File: config.mk
export PLATFORM = sky130hd
export DESIGN_NAME = rms_sequencer
export DESIGN_NICKNAME = d
export VERILOG_FILES = /design/src/rms_pkg.sv /design/src/rms_cmd_fifo.sv /design/src/rms_sequencer.sv
export VERILOG_INCLUDE_DIRS = /design/src /design/src/src
export SDC_FILE = /design/constraint.sdc
export NUM_CORES = 1
export LEC_CHECK = 0
export BUFFER_PORTS_ARGS = -buffer_cell sky130_fd_sc_hd__clkbuf_2
export CAP_MARGIN = 25
export CELL_PAD_IN_SITES_DETAIL_PLACEMENT = 0
export CELL_PAD_IN_SITES_GLOBAL_PLACEMENT = 1
export CORE_UTILIZATION = 45
export DETAILED_ROUTE_END_ITERATION = 16
export MAX_ROUTING_LAYER = met4
export PLACE_DENSITY = 0.71
export SLEW_MARGIN = 20
export SYNTH_ARGS = -nofsm -noshare
export SYNTH_HDL_FRONTEND = slang
export SYNTH_SLANG_ARGS = --single-unit
File: constraint.sdc
create_clock -name clock -period 5.5 [get_ports clock]
set_input_delay 1.1 -clock clock [delete_from_list [all_inputs] [get_ports clock]]
set_output_delay 1.1 -clock clock [all_outputs]
set_load 0.01 [all_outputs]
File: src/rms_params.svh
`ifndef RMS_PARAMS_SVH
`define RMS_PARAMS_SVH
// Clock rate in Hz
`define RMS_CLK_HZ 20000000
// Coil pulse length in microseconds
`define RMS_PULSE_US 7000
// Coil pulse length in clock cycles, rounded down
`define RMS_PULSE_CYC ((`RMS_CLK_HZ / 1000000) * `RMS_PULSE_US)
// Default queue depth in entries
`define RMS_FIFO_DEPTH 16
// Default number of relay banks
`define RMS_BANKS 4
// Reset value of the interrupt request
`define RMS_IRQ_RST 1'b0
`endif

File: src/rms_pkg.sv
package rms_pkg;
  // Sequencer states
  typedef enum logic [2:0] {
    RMS_INIT_OPEN,
    RMS_IDLE,
    RMS_POP,
    RMS_PULSE,
    RMS_DONE
  } rms_state_e;
  // One relay pattern for a bank
  typedef logic [15:0] rms_pattern_t;
endpackage

File: src/rms_cmd_fifo.sv
`timescale 1ns/1ps
`include "rms_params.svh"
// Paired bank/pattern queue; both halves are written and popped together
module rms_cmd_fifo
  import rms_pkg::*;
#(
  parameter int DEPTH = `RMS_FIFO_DEPTH,
  parameter int BW = 2
) (
  input wire logic clock, // System clock
  input wire logic rst_n, // Async reset, active low
  input wire logic wr_en, // Write one entry
  input wire logic [BW-1:0] wr_bank, // Bank to store
  input wire rms_pattern_t wr_pattern, // Pattern to store
  input wire logic rd_en, // Pop one entry
  output logic [BW-1:0] rd_bank, // Head bank
  output rms_pattern_t rd_pattern, // Head pattern
  output logic empty_n, // Queue holds data, active low empty
  output logic full // Queue full
);
  localparam int AW = $clog2(DEPTH);
  initial begin
    if (DEPTH < 2 || (1 << AW) != DEPTH) $error("DEPTH must be a power of two >= 2");
  end
  logic [BW-1:0] bank_mem [DEPTH]; // Address half
  rms_pattern_t pat_mem [DEPTH]; // Data half
  logic [AW:0] wptr; // Write pointer with wrap bit
  logic [AW:0] rptr; // Read pointer with wrap bit
  // Storage write
  always_ff @(posedge clock) begin
    if (wr_en && !full) begin
      bank_mem[wptr[AW-1:0]] <= wr_bank;
      pat_mem[wptr[AW-1:0]] <= wr_pattern;
    end
  end
  // Pointers
  always_ff @(posedge clock or negedge rst_n) begin
    if (!rst_n) begin
      wptr <= '0;
      rptr <= '0;
    end else begin
      if (wr_en && !full) wptr <= wptr + 1'b1;
      if (rd_en && empty_n) rptr <= rptr + 1'b1;
    end
  end
  assign rd_bank = bank_mem[rptr[AW-1:0]];
  assign rd_pattern = pat_mem[rptr[AW-1:0]];
  assign empty_n = (wptr != rptr);
  assign full = (wptr[AW] != rptr[AW]) && (wptr[AW-1:0] == rptr[AW-1:0]);
endmodule

File: src/rms_sequencer.sv
`timescale 1ns/1ps
`include "rms_params.svh"
// Overview of operation
// - Commands go into the queue, not executed
// - Acknowledge once the command is stored
// - Stored command starts the relay sequencer
// - Each entry gives one 7 ms pulse
// - One pulse drives a whole 16-relay bank
// - Pop entries while queue not empty
// - Empty queue raises interrupt after last pulse
// - Interrupt once per list, not per relay
// - Reset never drives coils by itself; the code pulses every bank open as soon as reset is released
// - After reset, open every relay
module rms_sequencer
  import rms_pkg::*;
#(
  parameter int BANKS = `RMS_BANKS,
  parameter int DEPTH = `RMS_FIFO_DEPTH,
  parameter int PULSE_CYC = `RMS_PULSE_CYC,
  localparam int BW = (BANKS > 1) ? $clog2(BANKS) : 1
) (
  input wire logic clock, // 20 MHz card clock
  input wire logic rst_n, // Backplane reset, active low
  input wire logic cmd_write, // Bus write strobe, one cycle
  input wire logic [BW-1:0] cmd_bank, // Bank select of the write
  input wire rms_pattern_t cmd_pattern, // Relay pattern of the write
  input wire logic cmd_open, // 1 = open listed relays, 0 = close
  input wire logic irq_ack, // Master acknowledges interrupt, one cycle
  output logic dtack, // Write stored, one cycle pulse
  output logic busy, // Sequencer working
  output logic irq, // Interrupt request, level
  output logic [BANKS-1:0] bank_fire, // Coil pulse per bank
  output rms_pattern_t coil_set, // Close coil drive for fired bank
  output rms_pattern_t coil_reset // Open coil drive for fired bank
);
  initial begin
    if (BANKS < 1 || PULSE_CYC < 1) $error("BANKS and PULSE_CYC must be positive");
  end
  localparam int CW = $clog2(PULSE_CYC + 1);
  localparam logic [CW-1:0] PULSE_LAST = CW'(PULSE_CYC - 1);
  localparam logic [CW-1:0] PULSE_FULL = CW'(PULSE_CYC); // Full pulse length in cycles

  rms_state_e state; // Sequencer state
  logic [CW-1:0] cnt; // Pulse length counter
  logic [BW-1:0] init_bank; // Bank being cleared after reset
  logic [BW-1:0] head_bank; // Queue head bank
  rms_pattern_t head_pat; // Queue head pattern
  logic head_open; // Queue head direction
  logic q_empty_n; // Queue not empty
  logic q_full; // Queue full
  logic pop; // Take head entry
  logic start; // Bus side start request
  logic pending; // Work seen since last idle
  logic [BW:0] head_word; // Queue head, direction above bank
  logic [BANKS-1:0] fire_prev; // Fire lines one cycle back, for checks
  logic [CW-1:0] fire_len; // Cycles the present bank has fired, for checks

  // Queue holds bank, direction and pattern together
  rms_cmd_fifo #(.DEPTH(DEPTH), .BW(BW + 1)) u_fifo (
    .clock(clock),
    .rst_n(rst_n),
    .wr_en(cmd_write),
    .wr_bank({cmd_open, cmd_bank}),
    .wr_pattern(cmd_pattern),
    .rd_en(pop),
    .rd_bank(head_word),
    .rd_pattern(head_pat),
    .empty_n(q_empty_n),
    .full(q_full)
  );

  assign pop = (state == RMS_POP) && q_empty_n;

  // Split the queue head into direction and bank select
  assign head_open = head_word[BW];
  assign head_bank = head_word[BW-1:0];

  // Bus timing: acknowledge the stored write and kick the sequencer
  always_ff @(posedge clock or negedge rst_n) begin
    if (!rst_n) begin
      dtack <= 1'b0;
      start <= 1'b0;
    end else begin
      dtack <= cmd_write && !q_full;
      start <= cmd_write && !q_full;
    end
  end

  // Sequencer: clear all banks after reset, then drain the queue
  always_ff @(posedge clock or negedge rst_n) begin
    if (!rst_n) begin
      state <= RMS_INIT_OPEN;
      cnt <= '0;
      init_bank <= '0;
    end else begin
      case (state)
        RMS_INIT_OPEN: begin
          // Hold open pulse on each bank in turn
          if (cnt == PULSE_LAST) begin
            cnt <= '0;
            if (int'(init_bank) == BANKS - 1) state <= RMS_IDLE;
            else init_bank <= init_bank + 1'b1;
          end else begin
            cnt <= cnt + 1'b1;
          end
        end
        RMS_IDLE: begin
          if (start || q_empty_n) state <= RMS_POP;
        end
        RMS_POP: begin
          // Empty flag stops the drain
          if (q_empty_n) state <= RMS_PULSE;
          else state <= RMS_DONE;
        end
        RMS_PULSE: begin
          if (cnt == PULSE_LAST) begin
            cnt <= '0;
            state <= RMS_POP;
          end else begin
            cnt <= cnt + 1'b1;
          end
        end
        RMS_DONE: state <= RMS_IDLE;
        default: state <= RMS_IDLE;
      endcase
    end
  end

  // Latch the popped entry onto the coil drivers for the pulse
  always_ff @(posedge clock or negedge rst_n) begin
    if (!rst_n) begin
      bank_fire <= '0;
      coil_set <= '0;
      coil_reset <= '0;
    end else if (state == RMS_INIT_OPEN) begin
      bank_fire <= BANKS'(1) << init_bank;
      coil_set <= '0;
      coil_reset <= 16'hFFFF;
    end else if (pop) begin
      bank_fire <= BANKS'(1) << head_bank;
      coil_set <= head_open ? 16'h0000 : head_pat;
      coil_reset <= head_open ? head_pat : 16'h0000;
    end else if (state != RMS_PULSE || cnt == PULSE_LAST) begin
      // Pulse over, or none due: the last init pulse must not linger
      bank_fire <= '0;
      coil_set <= '0;
      coil_reset <= '0;
    end
  end

  // Interrupt once per drained list
  always_ff @(posedge clock or negedge rst_n) begin
    if (!rst_n) begin
      irq <= `RMS_IRQ_RST;
      pending <= 1'b0;
      busy <= 1'b1;
    end else begin
      busy <= (state != RMS_IDLE) || start;
      if (pop) pending <= 1'b1;
      else if (state == RMS_DONE) pending <= 1'b0;
      if (state == RMS_DONE && pending) irq <= 1'b1;
      else if (irq_ack) irq <= 1'b0;
    end
  end

  // Check helper: how long the present bank has been firing
  always_ff @(posedge clock or negedge rst_n) begin
    if (!rst_n) begin
      fire_prev <= '0;
      fire_len <= '0;
    end else begin
      fire_prev <= bank_fire;
      if (bank_fire == '0) begin
        fire_len <= '0; // Coils at rest
      end else if (bank_fire != fire_prev) begin
        fire_len <= CW'(1); // New bank starts its pulse
      end else begin
        fire_len <= fire_len + 1'b1; // Same bank still driven
      end
    end
  end

  // Acknowledge follows each accepted write by one cycle
  dtack_write_a: assert property (@(posedge clock) disable iff (!rst_n)
    (cmd_write && !q_full) |=> dtack) else $error("dtack missing");
  // Pulse stands at least eight cycles after a pop
  pulse_len_a: assert property (@(posedge clock) disable iff (!rst_n)
    (pop) |=> (bank_fire != '0) [*8]) else $error("pulse too short");
  // No pulse outlasts its full length
  fire_max_a: assert property (@(posedge clock) disable iff (!rst_n)
    fire_len <= PULSE_FULL) else $error("pulse too long");
  // Every pulse, init or queued, ends after exactly its full length
  fire_end_a: assert property (@(posedge clock) disable iff (!rst_n)
    (fire_prev != '0 && bank_fire != fire_prev) |-> fire_len == PULSE_FULL)
    else $error("pulse length wrong");
  // Only one bank fires at a time
  one_bank_a: assert property (@(posedge clock) disable iff (!rst_n)
    $onehot0(bank_fire)) else $error("several banks fired");
  // An empty queue ends the drain with the coils at rest
  pop_empty_a: assert property (@(posedge clock) disable iff (!rst_n)
    (state == RMS_POP && !q_empty_n) |=> (state == RMS_DONE && bank_fire == '0))
    else $error("drain did not stop on empty");
  // Coils never fire while the sequencer reports idle
  busy_fire_a: assert property (@(posedge clock) disable iff (!rst_n)
    (bank_fire != '0) |-> busy) else $error("fire while not busy");
  // Interrupt rises only with the queue empty or just after the done state, and with coils idle
  irq_after_a: assert property (@(posedge clock) disable iff (!rst_n)
    $rose(irq) |-> (!q_empty_n || $past(state) == RMS_DONE) && bank_fire == '0)
    else $error("irq during work");
  // Service clears the interrupt unless another list ends at once
  irq_clear_a: assert property (@(posedge clock) disable iff (!rst_n)
    (irq && irq_ack && !(state == RMS_DONE && pending)) |=> !irq)
    else $error("irq not cleared");
  // Pop is followed by a pulse state, not another pop
  no_double_a: assert property (@(posedge clock) disable iff (!rst_n)
    pop |=> state == RMS_PULSE) else $error("pop not followed by pulse");
  // Accepted write starts the sequencer within a few cycles
  start_seq_a: assert property (@(posedge clock) disable iff (!rst_n)
    (cmd_write && !q_full && state == RMS_IDLE) |-> ##[1:3] state == RMS_POP)
    else $error("sequencer not started");
  // Init drives only open coils
  init_open_a: assert property (@(posedge clock) disable iff (!rst_n)
    (state == RMS_INIT_OPEN && bank_fire != '0) |-> coil_set == '0)
    else $error("close drive during init");
endmodule

## Yosys cells after proc, flatten, opt, wreduce, memory -nomap -nowiden

Memories as Yosys holds them, arrays and structs flattened.
Cells that the tools add are included.

- Register bits after elaboration: 73
- RAM bits: 304
- Bits of input ports: 23
- Output and inout port bits: 39
- Logic and storage cells: 75
- Memories kept: 2

- Add/sub/neg operators: 4
- Equal/unequal tests: 15
- Shifts and indexed selects: 2
- Mux-type cells: 23
- Bitwise operators: 1
- Reductions and logical operators: 16

Memory list:

| name | depth | bits a word | read ports | clocked after Yosys merged registers in | write ports | line | RTL |
|---|---|---|---|---|---|---|---|
| u_fifo.pat_mem | 16 | 16 | 1 | 0 | 1 | rms_cmd_fifo.sv:26 | `rms_pattern_t pat_mem [DEPTH];` |
| u_fifo.bank_mem | 16 | 3 | 1 | 0 | 1 | rms_cmd_fifo.sv:25 | `logic [BW-1:0] bank_mem [DEPTH];` |

Operators with widths:

| kind | number |
|---|---|
| 16-bit two-way mux | 7 |
| 18-bit by 1-bit adder with 18-bit output (second input constant) | 1 |
| 18-bit == test (second input constant) | 1 |
| 18-bit two-way mux | 1 |
| 3-bit two-way mux | 5 |
| 4-bit two-way mux | 3 |
| 3-bit case mux with 4 select lines | 1 |
| 5-bit by 1-bit adder with 5-bit output (second input constant) | 2 |
| 2-bit != test (second input constant) | 4 |
| 1-bit by 2-bit left shift with 4-bit output (first input constant) | 2 |
| 3-bit by 2-bit == test with 1-bit output (second input constant) | 2 |
| 1-bit two-way mux | 6 |
| 1-bit logical AND | 5 |
| 5-bit != test | 1 |
| 4-bit == test | 1 |
| 4-bit AND reduction | 1 |
| 2-bit nonzero test | 2 |
| 3-bit by 1-bit == test with 1-bit output (second input constant) | 1 |
| 3-bit == test (second input constant) | 1 |
| 3-bit zero test | 1 |
| 1-bit logical OR | 3 |
| 3-bit by 1-bit != test with 1-bit output (second input constant) | 1 |
| 3-bit by 2-bit != test with 1-bit output (second input constant) | 1 |
| 3-bit AND reduction | 1 |
| other kinds (7) | 7 |

## Longest topological paths before layout

Gate-level depths: netlist (run 1).

- Depth after elaboration: 6
- Mapped depth: 8
- Gate-level depth less buffers: 6

## Cells and area by module

Synthesis (run 1) repeated with hierarchy kept, for this count alone.

- Cell total of the unflattened synthesis: 775
- Area total of the unflattened synthesis: 14956.8 µm²

Modules (own cells, without submodules):

| module | instances | cells an instance | area each (µm²) | sequential area each (µm²) |
|---|---|---|---|---|
| rms_cmd_fifo | 1 | 546 | 12184.2 | 9379.0 |
| rms_sequencer | 1 | 229 | 2772.7 | 1577.8 |

## Least setup slack after synthesis (run 1)

OpenSTA, ideal clock, no wires.

- Kind: input to register
- Start point: in cmd_write
- End point: mem u_fifo.bank_mem[3][0] (netlist bit) (enable)
- Setup time: 0.419 ns
- Data arrival time: 3.118 ns
- Data required time: 5.081 ns
- Slack: 1.963 ns
- Cell stages on the path: 3
- Path buffers: 0
- Cell sequence: a21boi_1 -> nand2_1 -> nor3_1

- Longest elaborated chain between the ends: 3

Ends and longest elaborated chain:

| what | line | RTL |
|---|---|---|
| start, declared | rms_sequencer.sv:24 | `input wire logic cmd_write,` |
| 1-bit logical AND | rms_cmd_fifo.sv:31 | `if (wr_en && !full) begin` |
| 1-bit two-way mux | rms_cmd_fifo.sv:31 |  |
| 1-bit two-way mux (not written as such) | rms_cmd_fifo.sv:32 | `bank_mem[wptr[AW-1:0]] <= wr_bank;` |
| end, declared | rms_cmd_fifo.sv:25 |  |

Every way passes these cells.

## Worst setup path after layout (run 1)

- Start point: reg u_fifo.rptr[1]
- End point: reg coil_set[3]

- Longest elaborated chain between the ends: 4
- Elaborated cells on any way between the ends: 8
- Classes of those cells: 1 x eq/ne; 3 x mux; 2 x reduce/logical; 2 x memory

Ends and longest elaborated chain:

| what | line | RTL |
|---|---|---|
| start, declared | rms_cmd_fifo.sv:28 | `logic [AW:0] rptr;` |
| start signal, assigned | rms_cmd_fifo.sv:43 | `if (rd_en && empty_n) rptr <= rptr + 1'b1;` |
| memory read 16 x 16 bit (tied with other cells) | - |  |
| 16-bit two-way mux or 1-bit logical AND (tied branches) | rms_sequencer.sv:141, rms_sequencer.sv:72 |  |
| 16-bit two-way mux | rms_sequencer.sv:139 | `end else if (pop) begin` |
| 16-bit two-way mux | rms_sequencer.sv:135 | `end else if (state == RMS_INIT_OPEN) begin` |
| end signal, assigned | rms_sequencer.sv:141 | `coil_set <= head_open ? 16'h0000 : head_pat;` |
| end, declared | rms_sequencer.sv:33 | `output rms_pattern_t coil_set,` |

Several ways; a longest one is shown, not always the timed one.
A chain may end at the register's enable or synchronous reset.

==> flow_summary_export.csv, run 1 <==
group,metric,value,unit
status,outcome,"finished, final reports clean",
setup_path,required,5950,ps
cts,cts_sinks,377,
sta,timing.final.ws_setup,1760,ps
placed_design,port-buffer-count,61,
setup_path,critical_path_buf_inv_count,1,
setup_path,path_cells,"buf_4 -> mux4_2 -> mux2_2 -> a32oi_2 -> and2_1 -> a22o_1",
placed_design,placed_cells,1199,
setup_path,slowest_stage,"dfrtp_4",
sta,fin_crit,3740,ps
sta,relSlewSlack,0.405,
synth,synth_fp_nets,758,
grt,grt_pass1_vias,7271,
cts,cts_setup_buffers,0,
synth,synth_edf_count,304,
synth,synth_area_leaders,"edfxtp_1, dfrtp_1, mux4_2",
final_layout,drive_above_1_share,0.289,
setup_path,crit_path_max_fanout,42,
hold_path,worstHoldStart,"coil_set[5]$_DFFE_PN0P_",
pwr,power.leakage,0.00573,uW
hold_path,hold_end,"coil_set[5]$_DFFE_PN0P_",
pwr,internal_power,5120,uW
grt,grt_max_degree,74,
setup_path,rr_worst_depth,6,
synth,syn_area,0.0149,mm^2
synth,yosysWarnings,0,
drt,drt_pass1_iterations,6,
synth,ys_types,50,
synth,avgSynthCellArea,20.5,um^2
final_layout,num_antenna_cells,0,
cts,clk_pin_slew,60,ps
setup_path,worstPathArrival,4190,ps
setup_path,start_kind,"register",
placed_design,pre_cts_ws,1730,ps
placed_design,dp_hpwl,18.3,mm
grt,grt_antenna_before_repair,2,
drt,viasPerCell,5.71,
drt,vias,7257,
hold_path,whs_path_depth,1,
cts,clk_latency,520,ps
setup_path,cp_top_family,"flip-flops",
cts,cts_max_path_buffers,3,
setup_path,rr_endpoint,"coil_set[3]$_DFFE_PN0P_",
cts,cts_tree,"done",
final_layout,mostFrequentLayoutCells,"edfxtp_1, mux4_2, dfrtp_1",
flow_run,maxCapViolCount,0,
setup_path,critical_path_class,"register to register",
grt,grt_overflow,0,
synth,ys.flop_type,"edfxtp_1",
floorplanning,die_y,184,um
grt,grt_first_pass_wirelength,45.4,mm
drt,detail-route-antenna-nets,0,
synth,yosysTopAreaCell,"edfxtp_1",
drt,drtIter0Drc,689,
sta,setup_viol_count_final,0,
sta,final_max_slew_viol_count,0,
pwr,irDropWorstVdd,0.191,mV
hold_path,min_path_type,"register to register",
sta,fin_skew,14.8,ps
placed_design,place_congestion,0.771,
drt,drc,0,
floorplanning,fp.coreArea,0.0325,mm^2
drt,wirelength,29.9,mm
pwr,comb_power_share,0.072,
final_layout,final_common_cell,"edfxtp_1",
synth,synth_top_area_share,0.614,
setup_path,reg2reg_from,"u_fifo.rptr[1]$_DFFE_PN0P_",
cts,cts_resized,0,
synth,ys_seq_elements,377,
pwr,powerDensity,388,mW/mm^2
final_layout,nNetsFinal,833,
synth,yosysSeqAreaShare,0.737,
pwr,clockPowerShare,0.410,
final_layout,final_cell_count_no_fill,1272,
floorplanning,start_util,0.457,
sta,fin_tns_setup,0,ps
pwr,seq_power_share,0.518,
drt,wire_per_inst,23.5,um
cts,cts-htree-levels,2,
synth,synthArstFlopShare,0.194,
setup_path,cp-end-kind,"register",
pwr,switching_power,1490,uW
sta,worst_pin_slew,886,ps
floorplanning,fp.dieW,184,um
sta,hold_violations,0,
sta,rsz0062_at_grt,"false",
setup_path,regToRegSetupSlack,1760,ps
cts,cts_root_buf,"clkbuf_16",
floorplanning,fp.dieArea,0.0338,mm^2
floorplanning,ios,62,
final_layout,syn_to_final_growth,14.6,%
synth,synthCells,725,
cts,cts_hold_buf,0,
pwr,p_sw_frac,0.226,
sta,final.period_utilization,0.680,
cts,cts_buffers,40,
grt,globalRouteTotalUtil,0.189,
setup_path,slowest_delay,960,ps
floorplanning,rows,66,
sta,timing.fmax,0.268,GHz
-- kinds of logic (layout without fill, tap and decap cells) --
kind of cell	Yosys count	in the layout	synth area share
flops	377	377	0.737
mux	100	100	0.149
simple gates	98	98	0.0334
compound gates	59	59	0.0338
buf+inv	50	155	0.0205
xor+xnor	31	31	0.0183
fa+ha+maj	10	10	0.00842
-- cell type report --
type | count | area [um^2]
Clock buffer | 42 | 1030
Tap cell | 442 | 553
Fill cell | 2555 | 15500
Inverter | 9 | 33.8
Sequential cell | 377 | 11000
Clock inverter | 30 | 312
Timing Repair Buffer | 74 | 434
Multi-Input combinational cell | 298 | 3710
-- power groups by stage --
stage | logic (uW) | registers (uW) | clock network [uW]
final | 474 | 3430 | 2720
after global routing | 512 | 3440 | 2880
after CTS | 478 | 3430 | 2770
after detailed placement | 476 | 3480 | 0
after global placement | 432 | 3470 | 0
after floorplan | 269 | 3440 | 0
-- routing by layer --
metal | share of wire | track usage | up-vias
met2 | 0.46 | 0.275 | 226
met1 | 0.46 | 0.281 | 3879
met5 | 0 | - | -
li1 | - | - | 3126
met4 | 0.013 | 0.0437 | 0
met3 | 0.062 | 0.0313 | 26
-- metrics by stage --
step	power (uW)	instance area (um^2)	hold WS, ps	utilization
after global routing	6830	17000	529	0.523
after floorplan	3710	14900	460	-
after CTS	6670	17000	503	0.522
after detailed placement	3960	15700	491	0.481
final	6610	17000	507	0.523
after global placement	3900	15600	483	0.479
-- state kept, by name, summed over array words and instances, names as in the netlist, 3 cells and up --
name             cells
cnt                 18
u_fifo.bank_mem     48
u_fifo.wptr          5
u_fifo.rptr          5
coil_set            16
u_fifo.pat_mem     256
bank_fire            4
state                3
coil_reset          16
-- how the worst max path moves through the flow --
stage                               start                              end  slack, ps  cells past startpoint
4_1_cts        u_fifo.rptr[1]$_DFFE_PN0P_          coil_set[3]$_DFFE_PN0P_       1700                      6
2_1_floorplan                   cmd_write  u_fifo.bank_mem[3][0]$_DFFE_PP_       1960                      3
3_5_place_dp   u_fifo.rptr[1]$_DFFE_PN0P_          coil_set[3]$_DFFE_PN0P_       1730                      6
3_3_place_gp   u_fifo.rptr[1]$_DFFE_PN0P_          coil_set[3]$_DFFE_PN0P_       1810                      6
5_1_grt        u_fifo.rptr[1]$_DFFE_PN0P_          coil_set[3]$_DFFE_PN0P_       1490                      6
6_report       u_fifo.rptr[1]$_DFFE_PN0P_          coil_set[3]$_DFFE_PN0P_       1760                      6
-- cell usage after synthesis, drive strengths merged, types with 3 or more instances --
master,n
edfxtp,304
mux4,91
dfrtp,72
buf,26
nor2,25
nand2,20
a22o,19
xnor2,18
a221o,17
clkbuf,15
xor2,13
nand3,11
ha,10
nand4,10
inv,9
nor3,9
o21ai,6
mux2,5
a21o,4
a21oi,4
mux2i,4
and4,3
nand2b,3
nor2b,3
or2,3
No activity file was read; power rests on OpenSTA's default activity.
==> run 2, diff against run 1 <==
- ABC_AREA: default -> 1
- PLACE_DENSITY: 0.71 -> 0.77
- clock period: 5.5 -> 3.7 ns (I/O delays scaled with it)
==> run 2 against run 1 <==
Combinational power increased by 72%. Count of clock-buffer cells in the layout increased by 22. Via count increased by 56%. Non-clock buffer count increased by 26. Power increased by 47%. Die area increased by 12%. Utilization decreased by 1.1 points. Clock skew increased by 3.0 ps. Largest power group unchanged.
==> flow_summary_export.csv, run 2 <==
group,metric,value,unit
cts,cts_resized,0,
cts,cts_hold_buf,0,
setup_path,cp-end-kind,"register",
drt,detail-route-antenna-nets,0,
floorplanning,start_util,0.455,
sta,hold_violations,0,
cts,cts_sinks,377,
grt,grt_max_degree,99,
drt,drtIter0Drc,809,
sta,fin_skew,17.8,ps
synth,yosysSeqAreaShare,0.659,
final_layout,final_common_cell,"nand2_1",
grt,busiest_layer,"met2",
grt,met1_usage,0.292,
floorplanning,ios,62,
synth,synthMuxAreaShare,0,
final_layout,nNetsFinal,1779,
synth,synthAdderAreaFrac,0.00752,
flow_run,maxCapViolCount,0,
setup_path,crit_path_frequent_cell,"buf_4",
pwr,switching_power,2350,uW
synth,yosysMostFrequentCell,"nand2_1",
final_layout,n_fill_cell,3278,
floorplanning,fp.dieArea,0.0377,mm^2
setup_path,start_kind,"register",
pwr,power.leakage,0.00763,uW
setup_path,critical_path_buf_inv_count,2,
synth,synth_top_family_by_area,"simple AND/OR/NAND/NOR gates",
cts,clk_latency,570,ps
synth,ys.flop_type,"edfxtp_1",
sta,setup_viol_count_final,0,
final_layout,seq_area,0.0110,mm^2
sta,final.period_utilization,0.693,
synth,synth_top_area_share,0.549,
cts,cts_root_buf,"clkbuf_16",
floorplanning,fp.coreArea,0.0365,mm^2
synth,synth-simple-area-share,0.221,
synth,synth_area_leaders,"edfxtp_1, dfrtp_1, nand2_1",
cts,cts_buffers,41,
sta,timing.fmax,0.390,GHz
drt,wirelength,39.7,mm
sta,fin_tns_setup,0,ps
drt,drc,0,
floorplanning,die_y,194,um
setup_path,slowest_delay,710,ps
cts,clk_pin_slew,60,ps
final_layout,syn_to_final_growth,12.4,%
final_layout,multiInputGateArea,0.00457,mm^2
grt,globalRouteTotalUtil,0.223,
synth,synth_edf_count,304,
pwr,p_sw_frac,0.241,
synth,avgSynthCellArea,9.90,um^2
cts,cts_tree,"done",
synth,ys_types,30,
setup_path,cp_top_family,"flip-flops",
synth,ys_seq_elements,377,
setup_path,required,3910,ps
pwr,clockPowerShare,0.399,
pwr,internal_power,7380,uW
pwr,comb_power_share,0.084,
synth,yosysTopAreaCell,"edfxtp_1",
final_layout,drive_above_1_share,0.102,
final_layout,mostFrequentLayoutCells,"nand2_1, edfxtp_1, nor2_1",
grt,grt_antenna_before_repair,1,
setup_path,crit_path_max_fanout,19,
floorplanning,fp.dieW,194,um
drt,drt_pass1_iterations,5,
placed_design,port-buffer-count,61,
synth,syn_area,0.0166,mm^2
synth,synth_common_cells,"nand2_1, edfxtp_1, nor2_1, inv_1, nand3_1",
grt,met2_usage,0.353,
placed_design,dp_hpwl,23.6,mm
synth,synth_fp_nets,1713,
sta,rsz0062_at_grt,"false",
grt,grt_use_met3,0.0372,
grt,grt_first_pass_wirelength,62.7,mm
pwr,seq_power_share,0.518,
synth,synthCells,1680,
sta,final_max_slew_viol_count,0,
status,outcome,"finished, final reports clean",
setup_path,critical_path_class,"register to register",
drt,vias,11300,
setup_path,path_cells,"xor2_1 -> nor2_1 -> nand3_1 -> nand2_1 -> buf_4 -> nor3_2 -> buf_4",
cts,cts-htree-levels,2,
final_layout,largest_register_ffs,256,
grt,grt_pass1_vias,11100,
synth,synth_compound_area_frac,0.0330,
placed_design,place_congestion,0.863,
drt,viasPerCell,5.05,
synth,synthArstFlopShare,0.194,
drt,wire_per_inst,17.7,um
pwr,powerDensity,520,mW/mm^2
setup_path,slowest_stage,"dfrtp_1",
sta,fin_crit,2560,ps
sta,worst_pin_slew,988,ps
cts,cts_setup_buffers,0,
sta,relSlewSlack,0.341,
sta,timing.hold.ws,265,ps
floorplanning,rows,70,
grt,grt_overflow,0,
cts,cts_max_path_buffers,3,
setup_path,worstPathArrival,2780,ps
synth,yosysWarnings,0,
hold_path,min_path_type,"input port to async pin",
synth,synthXorXnorAreaFrac,0.00895,
pwr,irDropWorstVdd,0.375,mV
==> run 2: layout make-up <==
class | count | share of cell area
antenna | 1 | 0.000134
clock buffer | 64 | 0.0622
clock inverter | 11 | 0.00549
inverter | 184 | 0.0372
multi-input combinational | 1042 | 0.244
sequential | 377 | 0.586
tap | 468 | 0.0313
timing repair buffer | 100 | 0.0328
==> run 2: worst paths after layout <==
check | cells past startpoint | from | slack (ps) | to
setup / recovery | 7 | u_fifo.rptr[2]$_DFFE_PN0P_ | 1140 | u_fifo.bank_mem[9][2]$_DFFE_PP_
hold / removal | 1 | rst_n | 270 | cnt[7]$_DFFE_PN0P_
setup reg to reg | 7 | u_fifo.rptr[2]$_DFFE_PN0P_ | 1140 | u_fifo.bank_mem[9][2]$_DFFE_PP_
hold reg to reg | 1 | state[0]$_DFFE_PN0P_ | 490 | state[2]$_DFFE_PN0P_
max in group asynchronous | 2 | rst_n | 2700 | state[1]$_DFFE_PN0P_
min in group clock | 2 | irq_ack | 380 | irq$_DFFE_PN0P_
==> run 2: power groups by stage <==
stage,clock network (uW),logic [uW],registers (uW)
2_1_floorplan,0,431,5100
3_3_place_gp,0,799,5110
3_5_place_dp,0,817,5120
4_1_cts,3960,824,5030
5_1_grt,4100,905,5060
6_report,3880,814,5040
==> run 2: logic make-up after synthesis <==
kind of cell | after synthesis
AND/OR/NAND/NOR | 906
flip-flops | 377
buffers and inverters | 261
AO/OA/AOI/OAI | 109
XOR/XNOR | 17
adder cells (fa/ha/maj) | 10
==> run 2: metrics by stage <==
step                      setup WS (ps)  utilization  std cells  power (uW)  cell area, um^2
after global placement             1200        0.477       2171        5910            17400
after floorplan                     891            -       1680        5530            16600
final                              1140        0.512       2247        9730            18700
after global routing                871        0.512       2247       10100            18700
after detailed placement           1180        0.477       2171        5940            17400
after CTS                          1150        0.512       2246        9810            18700
==> run 2: per-layer routing <==
metal / up-vias / routed length (um) / share of wire
met5: - / 0 / 0
met4: 0 / 1250 / 0.031
met3: 66 / 2170 / 0.055
met2: 304 / 18800 / 0.47
met1: 5395 / 17600 / 0.44
li1: 5581 / - / -
==> run 3, diff against run 2 <==
- ABC_AREA: 1 -> 0
- PLACE_DENSITY: 0.77 -> 0.71
- clock period: 3.7 -> 2.5 ns (I/O delays scaled with it)
==> run 3 against run 2 <==
Utilization is 2.7 points higher. Die area fell by 10%. Power grew 52%. First-iteration DRC count decreased by 24%. Final cell count decreased by 42%. Critical endpoint is now coil_reset[8]$_DFFE_PN0P_. Clock power up 54%. Non-clock buffer count rose by 15.
==> flow_summary_export.csv, run 3 (synthesized netlist as in run 1, its figures left out) <==
group,metric,value,unit
setup_path,required,2910,ps
drt,drtIter0Drc,615,
drt,drc,0,
cts,cts-htree-levels,2,
sta,fin_tns_setup,0,ps
grt,grt_first_pass_wirelength,49.0,mm
placed_design,pre_cts_ws,-18.1,ps
sta,relSlewSlack,0.616,
floorplanning,fp.dieW,184,um
pwr,clockPowerShare,0.404,
final_layout,final_cell_count_no_fill,1312,
cts,cts_buffers,39,
final_layout,final_common_cell,"edfxtp_1",
sta,setup_viol_count_final,0,
hold_path,min_path_type,"input port to register",
pwr,seq_power_share,0.506,
drt,wire_per_inst,24.9,um
sta,final_max_slew_viol_count,0,
drt,detail-route-antenna-nets,0,
pwr,total_power,14800,uW
final_layout,nNetsFinal,873,
sta,worst_pin_slew,571,ps
pwr,comb_power_share,0.090,
grt,grt_max_degree,50,
drt,wirelength,32.6,mm
setup_path,crit_cells,4,
floorplanning,rows,66,
final_layout,num_antenna_cells,0,
floorplanning,ios,62,
grt,grt_pass1_vias,7697,
sta,fin_skew,19.3,ps
setup_path,slowest_stage,"mux4_2",
floorplanning,die_y,184,um
placed_design,dp_hpwl,19.2,mm
drt,viasPerCell,5.68,
final_layout,largest_register_ffs,256,
setup_path,crit_path_max_fanout,25,
hold_path,whs_path_depth,2,
grt,grt_overflow,0,
drt,drt_pass1_iterations,7,
pwr,powerDensity,842,mW/mm^2
sta,rsz0062_at_grt,"false",
floorplanning,fp.coreArea,0.0325,mm^2
setup_path,start_kind,"register",
setup_path,rr_worst_depth,4,
cts,cts_tree,"done",
sta,final.period_utilization,0.967,
setup_path,critical_path_class,"register to register",
final_layout,mostFrequentLayoutCells,"edfxtp_1, mux4_2, dfrtp_1",
sta,timing.fmax,0.414,GHz
setup_path,cp-end-kind,"register",
setup_path,critical_path_buf_inv_count,1,
sta,fin_crit,2420,ps
setup_path,cp_top_family,"multiplexers",
sta,timing.final.ws_setup,83.2,ps
sta,hold_violations,0,
cts,cts_sinks,377,
cts,cts_max_path_buffers,3,
final_layout,syn_to_final_growth,18.0,%
grt,globalRouteTotalUtil,0.207,
placed_design,placed_cells,1236,
pwr,internal_power,11400,uW
cts,clk_latency,530,ps
cts,clk_pin_slew,60,ps
setup_path,path_cells,"buf_12 -> mux4_1 -> mux4_2 -> a221o_1",
floorplanning,start_util,0.457,
grt,grt_antenna_before_repair,0,
placed_design,port-buffer-count,61,
setup_path,worstPathArrival,2830,ps
sta,timing.hold.ws,170,ps
final_layout,drive_above_1_share,0.322,
pwr,switching_power,3370,uW
flow_run,maxCapViolCount,0,
pwr,power.leakage,0.00599,uW
status,outcome,"finished, final reports clean",
cts,cts_root_buf,"clkbuf_16",
floorplanning,fp.dieArea,0.0338,mm^2
setup_path,slowest_delay,590,ps
placed_design,place_congestion,0.787,
pwr,p_sw_frac,0.228,
drt,vias,7455,
pwr,irDropWorstVdd,0.664,mV
run 3: power groups by stage:
stage	clock network (uW)	registers [uW]	logic (uW)
global route	6300	7510	1430
global placement	0	7570	1310
floorplan	0	7560	617
CTS	6080	7480	1350
detailed placement	0	7610	1340
finish	5960	7480	1330
run 3: repair_timing:
action / CTS / global route
endpoints found under the hold margin: 36 / 0
hold buffers: 1 / 0
setup buffers: 0 / 4
gates resized for setup: 2 / 1
pin swaps: 0 / 1
endpoints found under the setup margin: 3 / 153
run 3: per-stage QoR:
step	utilization	instance area, um^2
2_1_floorplan	-	14900
3_3_place_gp	0.497	16200
3_5_place_dp	0.497	16200
4_1_cts	0.538	17500
5_1_grt	0.539	17500
6_report	0.539	17500
run 3: cell type report:
cell class	instances	area, um^2
inverters	9	33.8
clock inverters	27	305
multi-input cells	298	3680
repair buffers	115	982
well taps	442	553
clock buffers	44	1030
flip-flops and latches	377	11000
fillers	2546	15000
run 3: worst paths after layout:
kind / from / to / slack, ps
worst max-delay path: u_fifo.rptr[1]$_DFFE_PN0P_ / coil_reset[8]$_DFFE_PN0P_ / 80
worst min register to register: cnt[2]$_DFFE_PN0P_ / cnt[2]$_DFFE_PN0P_ / 500
worst min-delay path: irq_ack / irq$_DFFE_PN0P_ / 170
worst max register to register: u_fifo.rptr[1]$_DFFE_PN0P_ / coil_reset[8]$_DFFE_PN0P_ / 80
min in group asynchronous: rst_n / cnt[4]$_DFFE_PN0P_ / 500
max in group asynchronous: rst_n / coil_reset[2]$_DFFE_PN0P_ / 1360
run 3: metal layers:
metal,track usage,vias to the layer above,routed length (um)
met5,-,-,0
met3,0.0396,38,2170
met2,0.327,250,15800
met1,0.282,3953,14200
li1,-,3214,-
met4,0.0457,0,498
